<file path="src/cmm_pkg.sv">
// Package with memory map, region types and stack select layout
package cmm_pkg;

  localparam int unsigned ADDR_W = 32;

  // Memory types
  typedef enum logic [1:0]
  {
    CMM_NORMAL   = 2'b00,
    CMM_DEVICE   = 2'b01,
    CMM_STRONGLY = 2'b10
  } cmm_mtype_e;

  // Access sizes
  typedef enum logic [1:0]
  {
    CMM_SZ_BYTE = 2'b00,
    CMM_SZ_HALF = 2'b01,
    CMM_SZ_WORD = 2'b10
  } cmm_size_e;

  // Region boundaries (inclusive lower bounds; PPB_LAST is an inclusive upper bound)
  localparam logic [31:0] SRAM_BASE    = 32'h2000_0000;
  localparam logic [31:0] PERIPH_BASE  = 32'h4000_0000;
  localparam logic [31:0] EXTRAM_BASE  = 32'h6000_0000;
  localparam logic [31:0] EXTDEV_BASE  = 32'ha000_0000;
  localparam logic [31:0] PPB_BASE     = 32'he000_0000;
  localparam logic [31:0] PPB_LAST     = 32'he00f_ffff;
  localparam logic [31:0] VENDOR_BASE  = 32'he010_0000;

  // Stack select control layout
  localparam int unsigned SPSEL_BIT    = 1;
  localparam logic [31:0] CTRL_RESET   = 32'h0000_0000;

  typedef struct packed
  {
    logic [31:0] addr;
    cmm_size_e   size;
    logic        write;
    logic        fetch;
    logic        shareable;
    logic [31:0] wdata;
  } cmm_req_s;

  typedef struct packed
  {
    cmm_mtype_e mtype;
    logic       xn;
    logic       private_peripheral_bus_region;
  } cmm_region_s;

endpackage

</file>
<file path="src/cmm_core.sv">
// Core memory model: region decode, ordering, buffering, stack select
`timescale 1ns/10ps
`default_nettype none

// Function
// RULE1: Stack select bit one chooses process stack
// RULE2: Handler mode reads zero, discards writes
// RULE3: Exception entry and return update register
// RULE4: After reset thread mode uses main stack
// RULE5: Software places barrier after stack change
// RULE6: Exceptions switch core into handler mode
// RULE7: Byte, halfword and word data supported
// RULE8: All accesses use little-endian byte order
// RULE9: Fixed non-relocatable 4GB address space
// RULE10: Regions carry memory type and attributes
// RULE11: Normal accesses may reorder and speculate
// RULE12: Device ordered against device, strongly-ordered; code holds device after device only when shareable matches
// RULE13: Strongly-ordered ordered against every access
// RULE14: Buffer device writes, never strongly-ordered
// RULE15: Execute-never fetch raises hard fault
// RULE16: Ordinary completion order may differ
// RULE17: Ordering table for device, strongly-ordered pairs
// RULE18: Software inserts barrier when order needed
// RULE19: Core peripherals reserved from 0xE0000000
// RULE20: Private bus strongly-ordered, execute-never, words
// RULE21: Only code and memories hold programs
// RULE22: Combinational region decode before transfer
module cmm_core
(
  // Clock and reset
  input  wire  logic             clk,
  input  wire  logic             rst_n,
  // Exception sequencing
  input  wire  logic             exc_entry,
  input  wire  logic             exc_return,
  input  wire  logic             ret_to_thread,
  input  wire  logic             ret_spsel,
  // Special register move
  input  wire  logic             ctrl_wr,
  input  wire  logic [31:0]      ctrl_wdata,
  output logic       [31:0]      ctrl_rdata,
  output logic                   handler_mode,
  output logic                   use_process_stack,
  // Barrier from instruction stream
  input  wire  logic             barrier,
  // Request from instruction stream
  input  wire  logic             req_valid,
  input  wire  cmm_pkg::cmm_req_s req,
  output logic                   req_ready,
  // Decoded attributes of the request
  output cmm_pkg::cmm_region_s   req_region,
  output logic                   hard_fault,
  // Bus side
  output logic                   bus_valid,
  output logic       [31:0]      bus_addr,
  output logic       [3:0]       bus_be,
  output logic       [31:0]      bus_wdata,
  output logic                   bus_write,
  output logic                   bus_bufferable,
  input  wire  logic             bus_ready,
  input  wire  logic             bus_done,
  input  wire  logic [31:0]      bus_rdata,
  output logic       [31:0]      rd_data,
  output logic                   rd_valid
);

  function automatic cmm_pkg::cmm_region_s decode(input logic [31:0] a);
    cmm_pkg::cmm_region_s r;
    r = '{mtype: cmm_pkg::CMM_DEVICE, xn: 1'b1, private_peripheral_bus_region: 1'b0};
    if (a < cmm_pkg::SRAM_BASE)
      r = '{mtype: cmm_pkg::CMM_NORMAL, xn: 1'b0, private_peripheral_bus_region: 1'b0}; // RULE21
    else if (a < cmm_pkg::PERIPH_BASE)
      r = '{mtype: cmm_pkg::CMM_NORMAL, xn: 1'b0, private_peripheral_bus_region: 1'b0};
    else if (a < cmm_pkg::EXTRAM_BASE)
      r = '{mtype: cmm_pkg::CMM_DEVICE, xn: 1'b1, private_peripheral_bus_region: 1'b0};
    else if (a < cmm_pkg::EXTDEV_BASE)
      r = '{mtype: cmm_pkg::CMM_NORMAL, xn: 1'b0, private_peripheral_bus_region: 1'b0};
    else if (a < cmm_pkg::PPB_BASE)
      r = '{mtype: cmm_pkg::CMM_DEVICE, xn: 1'b1, private_peripheral_bus_region: 1'b0};
    else if (a <= cmm_pkg::PPB_LAST)
      r = '{mtype: cmm_pkg::CMM_STRONGLY, xn: 1'b1, private_peripheral_bus_region: 1'b1}; // RULE19 RULE20
    return r; // RULE9 RULE10
  endfunction

  // Little-endian lane enables
  function automatic logic [3:0] lanes(input cmm_pkg::cmm_size_e s, input logic [1:0] a);
    logic [3:0] m;
    m = 4'h0;
    case (s)
      cmm_pkg::CMM_SZ_BYTE: m = 4'h1 << a;
      cmm_pkg::CMM_SZ_HALF: m = a[1] ? 4'hc : 4'h3;
      default:              m = 4'hf;
    endcase
    return m; // RULE7 RULE8
  endfunction

  logic        ctrl_spsel;
  logic        in_handler;
  logic        outstanding;
  logic        out_ordered;
  logic        out_strong;
  logic        out_share;
  logic        blocked;
  logic        illegal;
  logic [31:0] shifted;

  // Stack select and mode tracking
  always_ff @(posedge clk)
  begin
    if (!rst_n)
    begin
      ctrl_spsel <= cmm_pkg::CTRL_RESET[cmm_pkg::SPSEL_BIT]; // RULE4
      in_handler <= 1'b0;
    end
    else if (exc_entry)
    begin
      in_handler <= 1'b1; // RULE6
      ctrl_spsel <= 1'b0; // RULE3
    end
    else if (exc_return)
    begin
      in_handler <= !ret_to_thread;
      ctrl_spsel <= ret_to_thread ? ret_spsel : 1'b0; // RULE3
    end
    else if (ctrl_wr && !in_handler)
      ctrl_spsel <= ctrl_wdata[cmm_pkg::SPSEL_BIT]; // RULE1 RULE2 RULE5
  end

  always_comb
  begin
    ctrl_rdata = 32'h0000_0000;
    ctrl_rdata[cmm_pkg::SPSEL_BIT] = ctrl_spsel && !in_handler; // RULE2
  end

  assign handler_mode      = in_handler;
  assign use_process_stack = ctrl_spsel && !in_handler; // RULE1

  // Attribute decode, combinational
  assign req_region = decode(req.addr); // RULE22
  assign illegal    = req_region.private_peripheral_bus_region && (req.size != cmm_pkg::CMM_SZ_WORD); // RULE20
  assign hard_fault = req_valid && ((req.fetch && req_region.xn) || illegal); // RULE15

  // Ordering: hold a request while a conflicting one is in flight
  always_comb
  begin
    blocked = 1'b0;
    if (outstanding)
    begin
      if (barrier)
        blocked = 1'b1; // RULE18
      else if (req_region.mtype == cmm_pkg::CMM_STRONGLY || out_strong)
        blocked = 1'b1; // RULE13 RULE17
      else if (req_region.mtype == cmm_pkg::CMM_DEVICE && out_ordered)
        blocked = (req.shareable == out_share); // RULE12 RULE17
      else
        blocked = 1'b0; // RULE11 RULE16
    end
  end

  assign req_ready = bus_ready && !blocked && !hard_fault;

  always_ff @(posedge clk)
  begin
    if (!rst_n)
    begin
      outstanding <= 1'b0;
      out_ordered <= 1'b0;
      out_strong  <= 1'b0;
      out_share   <= 1'b0;
    end
    else if (req_valid && req_ready)
    begin
      outstanding <= 1'b1;
      out_ordered <= req_region.mtype != cmm_pkg::CMM_NORMAL;
      out_strong  <= req_region.mtype == cmm_pkg::CMM_STRONGLY;
      out_share   <= req.shareable;
    end
    else if (bus_done)
    begin
      outstanding <= 1'b0;
      out_ordered <= 1'b0;
      out_strong  <= 1'b0;
    end
  end

  // Bus issue, registered
  assign shifted = req.wdata << {req.addr[1:0], 3'b000};

  always_ff @(posedge clk)
  begin
    if (!rst_n)
    begin
      bus_valid      <= 1'b0;
      bus_addr       <= 32'h0000_0000;
      bus_be         <= 4'h0;
      bus_wdata      <= 32'h0000_0000;
      bus_write      <= 1'b0;
      bus_bufferable <= 1'b0;
    end
    else
    begin
      bus_valid <= req_valid && req_ready;
      if (req_valid && req_ready)
      begin
        bus_addr       <= {req.addr[31:2], 2'b00};
        bus_be         <= lanes(req.size, req.addr[1:0]); // RULE8
        bus_wdata      <= shifted; // RULE8
        bus_write      <= req.write;
        bus_bufferable <= req.write && req_region.mtype != cmm_pkg::CMM_STRONGLY; // RULE14
      end
    end
  end

  // Read return, little-endian lane extract
  logic [1:0]         rd_off;
  cmm_pkg::cmm_size_e rd_size;

  always_ff @(posedge clk)
  begin
    if (!rst_n)
    begin
      rd_off  <= 2'b00;
      rd_size <= cmm_pkg::CMM_SZ_WORD;
    end
    else if (req_valid && req_ready)
    begin
      rd_off  <= req.addr[1:0];
      rd_size <= req.size;
    end
  end

  always_ff @(posedge clk)
  begin
    if (!rst_n)
    begin
      rd_data  <= 32'h0000_0000;
      rd_valid <= 1'b0;
    end
    else
    begin
      rd_valid <= bus_done && !bus_write;
      if (bus_done && !bus_write)
      begin
        case (rd_size)
          cmm_pkg::CMM_SZ_BYTE: rd_data <= {24'h000000, bus_rdata[{rd_off, 3'b000} +: 8]}; // RULE7
          cmm_pkg::CMM_SZ_HALF: rd_data <= {16'h0000, bus_rdata[{rd_off[1], 4'h0} +: 16]};
          default:              rd_data <= bus_rdata;
        endcase
      end
    end
  end

endmodule

`default_nettype wire

</file>
<file path="config.mk">
export PLATFORM = sky130hd
export DESIGN_NAME = cmm_core
export DESIGN_NICKNAME = d
export VERILOG_FILES = /design/src/cmm_pkg.sv /design/src/cmm_core.sv
export SDC_FILE = /design/constraint.sdc
export NUM_CORES = 1
export LEC_CHECK = 0
export BUFFER_PORTS_ARGS = -buffer_cell sky130_fd_sc_hd__buf_2
export CAP_MARGIN = 10
export CORE_ASPECT_RATIO = 0.6
export CORE_MARGIN = 2
export CORE_UTILIZATION = 41
export DETAILED_ROUTE_END_ITERATION = 10
export PLACE_DENSITY = 0.77
export SYNTH_ARGS = -nofsm -noshare
export SYNTH_HDL_FRONTEND = slang
export SYNTH_SLANG_ARGS = --single-unit
</file>
<file path="constraint.sdc">
create_clock -name clk -period 1.9 [get_ports clk]
set_clock_uncertainty 0.05 [all_clocks]
set_input_delay 0.38 -clock clk [delete_from_list [all_inputs] [get_ports clk]]
set_output_delay 0.38 -clock clk [all_outputs]
set_load 0.02 [all_outputs]
</file>
==> out/results.tsv, run 1 <==
metric	value	unit
status	completed	
critical_path_class	flop to output pin	
syn_area	0.00543	mm^2
peakVddDrop	456	uV
grt_use_met1	0.309	
core-area	0.0129	mm^2
drt_iter0_drc	345	
ys_types	38	
viasPerCell	5.00	
grt_antenna_before_repair	0	
syn_inst	598	
synth.avg_cell_area	9.08	um^2
htreeDepth	3	
hold_viol	0	
root_buffer	clkbuf_16	
critical_path_required	1470	ps
finalCritPeriodShare	0.999	
synthArstFlopShare	0	
antenna_left	0	
cap_violations	0	
firstDrtPassIters	4	
clkTransAtPathRegs	80	ps
holdCritPathClass	input pin to flop	
hpwlAfterDp	12.1	mm
fp.dieH	93.2	um
grt_max_degree	91	
met3_usage	0.0778	
cts_hold_buf	0	
whs_path_depth	2	
worstPathArrival	1470	ps
r2r_cells	3	
grt_use_total	0.216	
rsz0062_at_grt	yes	
start_util	0.421	
setup_violations	0	
dieArea	0.0142	mm^2
pre_cts_ws	-180	ps
critical_path.startpoint_type	flop	
ys_seq_area_frac	0.413	
io_pins	288	
synth_top_flop_cell	dfxtp_1	
ys_seq_elements	112	
fmaxAchievable	527	MHz
cp-end-kind	output pin	
first_global_vias	4663	
total_power	5820	uW
worst_slew_pin_slew	1180	ps
via_count	5016	
final_nets	972	
gp_congestion	0.843	
worst_slack	1.06	ps
insertion_delay	340	ps
grtUsageMet2	0.317	
rows	32	
top_usage_layer	met2	
num-fill-cells	1174	
min_period	1900	ps
grt_pass1_wl	24.7	mm
slew-limit-headroom	0.210	
post_route_cells_drive_above_1_share	0.370	
antenna_cells	0	
yosysWarnings	0	
wl	15.9	mm
drc_errors	0	
path_max_fanout	2	
power_density	799	mW/mm^2
gr-total-overflow	0	
portBuffers	223	
cts_tree	yes	
cts_buffers	9	
clock_path_buffers	2	
syn_to_final_growth	34.3	%
cts.sinks	112	
leakage	0.00388	uW
synth-edff-count	0	
die_w	153	um
slew_viol_final	0	
drt-wirelength-per-cell	15.8	um
==> cell type report <==
| class | instances | area, um^2 | area share |
|---|---|---|---|
| clock buffer | 10 | 239 | 0.0328 |
| clock inverter | 6 | 95.1 | 0.0130 |
| inverter | 5 | 18.8 | 0.00257 |
| multi-input combinational | 433 | 2900 | 0.397 |
| sequential | 112 | 2240 | 0.308 |
| tap | 170 | 213 | 0.0292 |
| timing repair buffer | 267 | 1590 | 0.217 |
==> report_power, final <==
group | leakage (uW) | internal [uW] | total (uW) | switching (uW)
clock | 0.000164 | 1210 | 2120 | 907
combinational | 0.00280 | 479 | 1170 | 686
sequential | 0.000917 | 2470 | 2540 | 64.8
total | 0.00388 | 4170 | 5820 | 1660
==> routing by layer <==
layer,share of wire,vias up
li1,-,2465
met1,0.48,2327
met2,0.42,222
met3,0.10,2
met4,0.0020,0
met5,0,-
==> cells in the mapped netlist, types with 4 or more instances <==
master / n / share of area
o21ai_0: 9 / 0.0083
inv_1: 4 / 0.0028
nor2b_1: 6 / 0.0069
a211oi_1: 8 / 0.011
o2bb2ai_1: 8 / 0.013
a22oi_1: 9 / 0.012
nand2_1: 146 / 0.10
a21oi_1: 10 / 0.0092
buf_4: 37 / 0.051
a22o_1: 24 / 0.039
mux2i_1: 100 / 0.18
buf_2: 6 / 0.0055
and3_1: 4 / 0.0046
dfxtp_1: 112 / 0.41
o211ai_1: 9 / 0.012
mux2_2: 8 / 0.017
nor2_1: 26 / 0.018
mux4_2: 5 / 0.021
clkbuf_1: 32 / 0.022
==> cell usage in the layout, fill, tap and decap left out, types with 9 or more instances in the layout <==
master and instances:
o211ai_1 9, nand2_1 146, buf_12 10, mux2i_1 100
clkbuf_16 9, o21ai_0 9, a21oi_1 10, conb_1 33
buf_2 219, a22oi_1 9, dfxtp_1 110, a22o_1 24
buf_4 37, nor2_1 26
==> metrics by stage <==
stage | area, um^2 | std cells | hold slack [ps] | util | TNS (ps)
2_1_floorplan | 5550 | 630 | 388 | - | 0
3_3_place_gp | 6860 | 983 | 391 | 0.532 | -8760
3_5_place_dp | 6860 | 983 | 398 | 0.532 | -9490
4_1_cts | 7270 | 1003 | 147 | 0.564 | -13.6
5_1_grt | 7290 | 1003 | 158 | 0.566 | -81.8
6_report | 7290 | 1003 | 167 | 0.566 | 0
==> worst max-delay path, stage by stage, from the launching register on <==
cell	delay (ps)
dfxtp_2	320
o21a_1	180
a41oi_4	180
o211ai_1	110
a31oi_1	170
buf_4	170
==> path summary, 6_finish.rpt <==
path,from,endpoint,slack [ps]
worst max register to register,bus_write,rd_data[23],190
worst min-delay path,exc_entry,ctrl_spsel,170
worst max-delay path,out_strong,req_ready,1
worst min register to register,bus_wdata[0],bus_wdata[0],400
==> state kept, by name, summed over array words and instances, names as in the netlist, 2 cells and up <==
register / cells
bus_addr: 30
rd_size: 2
bus_wdata: 32
rd_data: 32
bus_be: 4
rd_off: 2
==> timing repair <==
| action | in CTS | in global routing |
|---|---|---|
| endpoints found under the setup margin | 5 | 5 |
| buffers inserted | 4 | 0 |
| resized for setup | 8 | 5 |
| pin swaps | 4 | 1 |
| cloned | 0 | 0 |
| endpoints found under the hold margin | 0 | 0 |
==> logic make-up after synthesis <==
kind of cell	count (synthesis)	share of synthesized area
AND/OR/NAND/NOR	195	0.146
multiplexers	114	0.224
flip-flops	112	0.413
AO/OA/AOI/OAI	90	0.126
other	1	0.000690
XOR/XNOR	1	0.00161
buffers and inverters	85	0.0885
(Power assumes the default switching activity.)
==> run 2: changes to the inputs <==
--- a/config.mk
+++ b/config.mk
@@ -7,7 +7,6 @@
 export LEC_CHECK = 0
 export BUFFER_PORTS_ARGS = -buffer_cell sky130_fd_sc_hd__buf_2
 export CAP_MARGIN = 10
-export CORE_ASPECT_RATIO = 0.6
 export CORE_MARGIN = 2
 export CORE_UTILIZATION = 41
 export DETAILED_ROUTE_END_ITERATION = 10
==> out/results.tsv, run 2 (synthesis results as in run 1) <==
metric	value	unit	change
status	complete, but fails checks		was completed
violations	negative setup slack		
grt_max_degree	75		was 91
antenna_cells	0		unchanged
pwr-share-seq	0.465		was 0.436
critical_path_required	1470	ps	about the same
p_comb_frac	0.208		was 0.200
path_max_fanout	5		was 2
clkTransAtPathRegs	70	ps	was 80 ps
num-fill-cells	1190		was 1174
io_pins	288		unchanged
whs_path_depth	2		unchanged
cts_tree	yes		unchanged
dieArea	0.0142	mm^2	about the same
insertion_delay	350	ps	was 340 ps
gr-total-overflow	0		unchanged
clock_path_buffers	2		unchanged
cp-end-kind	output pin		unchanged
via_count	5002		was 5016
p_sw	1630	uW	was 1660 uW
rsz0062_at_grt	yes		unchanged
fp.dieH	119	um	was 93.2 um
htreeDepth	3		unchanged
final_cell_mix	buf_2, nand2_1, dfxtp_1, mux2i_1, buf_4		unchanged
critPathMaxStageDelay	340	ps	was 320 ps
portBuffers	223		unchanged
power_density	757	mW/mm^2	was 799 mW/mm^2
worst_slew_pin_slew	1300	ps	was 1180 ps
finalCritPeriodShare	1.01		was 0.999
die_w	119	um	was 153 um
crit_cells	6		was 5
final_common_cell	buf_2		unchanged
drt_iter0_drc	245		was 345
syn_to_final_growth	33.0	%	was 34.3%
core-area	0.0131	mm^2	was 0.0129 mm^2
viasPerCell	4.96		was 5.00
setup_violations	1		was 0
cp_slowest_cell	mux2_4		was dfxtp_2
slew_viol_final	0		unchanged
final_util	0.552		was 0.566
final_nets	971		was 972
post_route_cells_drive_above_1_share	0.369		was 0.370
timing.hold.ws	154	ps	was 167 ps
r2r_cells	3		unchanged
holdCritPathClass	input pin to flop		unchanged
antenna_left	0		unchanged
fmaxAchievable	520	MHz	was 527 MHz
cts.sinks	112		unchanged
root_buffer	clkbuf_16		unchanged
critical_path.startpoint_type	input pin		was flop
start_util	0.415		was 0.421
worstPathArrival	1490	ps	was 1470 ps
cts_buffers	9		unchanged
firstDrtPassIters	4		unchanged
timing.critical_path.buf_inv	2		was 1
rows	42		was 32
grt_antenna_before_repair	1		was 0
gp_congestion	0.826		was 0.843
cap_violations	0		unchanged
top_regs	bus_wdata (32), rd_data (32), bus_addr (30)		unchanged
power_frac_clock	0.327		was 0.364
slew-limit-headroom	0.130		was 0.210
switching_share	0.297		was 0.285
wl	15.0	mm	was 15.9 mm
hpwlAfterDp	11.1	mm	was 12.1 mm
crit_path_cell_trace	buf_6 > mux2_4 > a41oi_4 > o211ai_1 > a31oi_1 > buf_4		was o21a_1 > a41oi_4 > o211ai_1 > a31oi_1 > buf_4
worst_slack	-24.0	ps	was 1.06 ps
drt-wirelength-per-cell	14.9	um	was 15.8 um
grt_use_total	0.205		was 0.216
leakage	0.00384	uW	was 0.00388 uW
min_period	1920	ps	was 1900 ps
hold_viol	0		unchanged
grt_pass1_wl	23.3	mm	was 24.7 mm
critical_path_class	input pin to output pin		was flop to output pin
intPower	3840	uW	was 4170 uW
drc_errors	0		unchanged
cp_top_family	compound AO/OA/AOI/OAI gates		unchanged
first_global_vias	4665		was 4663
peakVddDrop	373	uV	was 456 uV
run 2: changes by cell type in the layout (fill, tap and decap cells not counted), moves of 2 or more:
cell        before  now
inv_6            4    0
buf_2          219  216
clkinv_4         0    3
buf_12          10    8
buf_4           37   39
buf_6            1    3
bufinv_16        2    0
clkinvlp_4       0    2
run 2: what timing repair did:
| action | 4_1_cts | 5_1_grt |
|---|---|---|
| pin swaps | 3 | 2 |
| resized for setup | 12 | 9 |
| hold buffers | 0 | 0 |
| endpoints found under the setup margin | 5 | 4 |
| setup buffers | 2 | 2 |
run 2: final timing paths:
kind	from	slack, ps	to
min reg2reg	bus_addr[23]	410	bus_addr[23]
max reg2reg	bus_write	70	rd_data[25]
max	req[66]	-20	req_ready
min	exc_entry	150	ctrl_spsel
run 2: final cells by class:
class                      instances  area, um^2  share of cell area
multi-input combinational        433        2900               0.401
sequential                       112        2240               0.311
timing repair buffer             266        1570               0.217
clock buffer                      10         229              0.0317
tap                              176         220              0.0305
clock inverter                     6        46.3             0.00641
inverter                           5        21.3             0.00294
run 2: metrics by stage:
| step | TNS, ps | total power [uW] | area [um^2] | instances | worst slack, ps |
|---|---|---|---|---|---|
| 2_1_floorplan | 0 | 3310 | 5550 | 630 | 28.8 |
| 3_3_place_gp | -12930 | 3700 | 6840 | 988 | -162 |
| 3_5_place_dp | -13700 | 3710 | 6840 | 988 | -200 |
| 4_1_cts | -31.2 | 5510 | 7180 | 1006 | -25.1 |
| 5_1_grt | -111 | 5720 | 7230 | 1008 | -101 |
| 6_report | -24.0 | 5470 | 7230 | 1008 | -24.0 |
run 2: power by group through the flow:
stage	Combinational, uW	Clock (uW)	Sequential, uW
after floorplan	579	0	2740
after global placement	1110	0	2590
after detailed placement	1120	0	2590
after CTS	1130	1830	2540
after global routing	1230	1940	2550
final	1140	1790	2540
run 2: per-layer routing:
layer | up-vias | routed length, um | global-route usage
li1 | 2457 | - | -
met1 | 2343 | 6500 | 0.263
met2 | 181 | 7110 | 0.334
met3 | 21 | 1040 | 0.0431
met4 | 0 | 319 | 0.0863
met5 | - | 0 | 0
==> run 3: changes to the inputs <==
--- a/config.mk
+++ b/config.mk
@@ -10,7 +10,7 @@
 export CORE_MARGIN = 2
 export CORE_UTILIZATION = 41
 export DETAILED_ROUTE_END_ITERATION = 10
-export PLACE_DENSITY = 0.77
+export PLACE_DENSITY = 0.87
 export SYNTH_ARGS = -nofsm -noshare
 export SYNTH_HDL_FRONTEND = slang
 export SYNTH_SLANG_ARGS = --single-unit
==> out/results.tsv, run 3 (synthesis results as in run 1) <==
metric	value	unit	change
antenna_left	0		unchanged
pre_cts_ws	-259	ps	was -200 ps
first_global_vias	4744		was 4665
grt_use_total	0.209		was 0.205
cts_buffers	9		unchanged
worst_slew_pin_slew	1060	ps	was 1300 ps
met1_length	6.18	mm	was 6.50 mm
clkTransAtPathRegs	60	ps	was 70 ps
drt-wirelength-per-cell	15.2	um	was 14.9 um
peakVddDrop	386	uV	was 373 uV
worst_slack	-68.5	ps	was -24.0 ps
cap_violations	0		unchanged
slew_viol_final	0		unchanged
rsz0062_at_grt	yes		unchanged
htreeDepth	3		unchanged
finalCritPeriodShare	1.04		was 1.01
critical_path_class	input pin to output pin		unchanged
post_route_cells_drive_above_1_share	0.362		was 0.369
die_w	119	um	unchanged
gp_congestion	0.873		was 0.826
final_cells	997		was 1008
fp.dieH	119	um	unchanged
crit_path_cell_trace	buf_6 > mux2_4 > a41oi_4 > o211ai_1 > a31oi_1 > buf_4		unchanged
p_sw	1550	uW	was 1630 uW
reg2reg_slack	270	ps	was 70 ps
p_comb_frac	0.206		was 0.208
status	complete, but fails checks		unchanged
rr_startpoint	out_strong		was bus_write
top_regs	bus_wdata (32), rd_data (32), bus_addr (30)		unchanged
wl_met3	1.07	mm	was 1.04 mm
critical_path.startpoint_type	input pin		unchanged
power_frac_clock	0.324		was 0.327
drc_errors	0		unchanged
drt_iter0_drc	222		was 245
viasPerCell	5.04		was 4.96
min_period	1970	ps	was 1920 ps
hold_viol	0		unchanged
pwr-share-seq	0.470		was 0.465
power_density	763	mW/mm^2	was 757 mW/mm^2
final_cell_mix	buf_2, nand2_1, dfxtp_1, mux2i_1, conb_1		was buf_2, nand2_1, dfxtp_1, mux2i_1, buf_4
insertion_delay	350	ps	about the same
dieArea	0.0142	mm^2	unchanged
gr-total-overflow	0		unchanged
min_to	ctrl_spsel		unchanged
tns	-68.5	ps	was -24.0 ps
critical_path_required	1470	ps	about the same
final_common_cell	buf_2		unchanged
cts_tree	yes		unchanged
violations	negative setup slack		unchanged
core-area	0.0131	mm^2	unchanged
grt_antenna_before_repair	0		was 1
worstPathArrival	1540	ps	was 1490 ps
fmaxAchievable	508	MHz	was 520 MHz
path_max_fanout	5		unchanged
top_layer	met4		unchanged
portBuffers	223		unchanged
cp-end-kind	output pin		unchanged
cts_hold_buf	0		unchanged
grt_max_degree	103		was 75
r2r_cells	6		was 3
wl	15.1	mm	was 15.0 mm
cts.sinks	112		unchanged
cp_slowest_cell	mux2_4		unchanged
start_util	0.415		unchanged
setup_violations	1		unchanged
grt_pass1_wl	23.8	mm	was 23.3 mm
hpwlAfterDp	11.1	mm	about the same
final_nets	963		was 971
leakage	0.00378	uW	was 0.00384 uW
intPower	3870	uW	was 3840 uW
io_pins	288		unchanged
dr_wl_met2	7.36	mm	was 7.11 mm
whs_path_depth	2		unchanged
critPathMaxStageDelay	340	ps	about the same
firstDrtPassIters	4		unchanged
startpoint	req[66]		unchanged
syn_to_final_growth	30.7	%	was 33.0%
rr_endpoint	bus_wdata[24]		was rd_data[25]
rows	42		unchanged
clock_path_buffers	2		unchanged
holdCritPathClass	input pin to flop		unchanged
hp-start	exc_entry		unchanged
root_buffer	clkbuf_16		unchanged
via_count	5020		was 5002
switching_share	0.286		was 0.297
placed_cells	982		was 988
slew-limit-headroom	0.293		was 0.130
antenna_cells	0		unchanged
## run 3: cell count changes in the layout (fill, tap and decap cells not counted)
| cell | delta |
|---|---|
| buf_4 | -8 |
| buf_12 | -4 |
| buf_2 | +3 |
| clkinv_4 | -3 |
| clkbuf_8 | +2 |
| clkinvlp_4 | -2 |
| buf_6 | +1 |
| dfxtp_1 | -1 |
| dfxtp_2 | +1 |
| inv_2 | +1 |
| inv_4 | -1 |
## run 3: layout make-up
| cell class | count | area [um^2] |
|---|---|---|
| Multi-Input combinational cell | 433 | 2900 |
| Tap cell | 176 | 220 |
| Clock buffer | 12 | 256 |
| Fill cell | 1172 | 5990 |
| Inverter | 5 | 18.8 |
| Clock inverter | 1 | 5.00 |
| Timing Repair Buffer | 258 | 1450 |
| Sequential cell | 112 | 2250 |
## run 3: stage by stage
stage / hold WS [ps] / power, uW / area (um^2) / utilization
after floorplan: 388 / 3310 / 5550 / -
after global placement: 391 / 3670 / 6740 / 0.515
after detailed placement: 400 / 3690 / 6740 / 0.515
after CTS: 138 / 5450 / 7070 / 0.540
after global routing: 148 / 5660 / 7100 / 0.542
final: 152 / 5410 / 7100 / 0.542
## run 3: repair_timing
item	CTS	global route
endpoints found under the setup margin	5	4
cloned	0	0
pin swaps	5	4
gates resized for setup	12	6
endpoints found under the hold margin	0	0
setup buffers	1	1
## run 3: power groups by stage
stage | logic, uW | clock network [uW] | registers (uW)
after floorplan | 579 | 0 | 2740
after global placement | 1080 | 0 | 2590
after detailed placement | 1100 | 0 | 2590
after CTS | 1120 | 1790 | 2540
after global routing | 1210 | 1900 | 2550
final | 1120 | 1750 | 2540
## run 3: how the worst max path moves through the flow
stage               slack, ps            end
detailed placement       -260  bus_wdata[24]
global placement         -210  bus_wdata[17]
finish                    -70      req_ready
floorplan                  30      req_ready
global route             -130      req_ready
CTS                       -30      req_ready
## run 3: routing by layer
metal | track usage | vias up
met5 | 0 | -
li1 | - | 2442
met2 | 0.355 | 192
met1 | 0.245 | 2348
met4 | 0.0990 | 0
met3 | 0.0556 | 38
## run 3: worst max-delay path: cells and delay by family
kind / cells / cell delay (ps)
buffers and inverters: 2 / 280
multiplexers: 1 / 340
AO/OA/AOI/OAI: 3 / 540
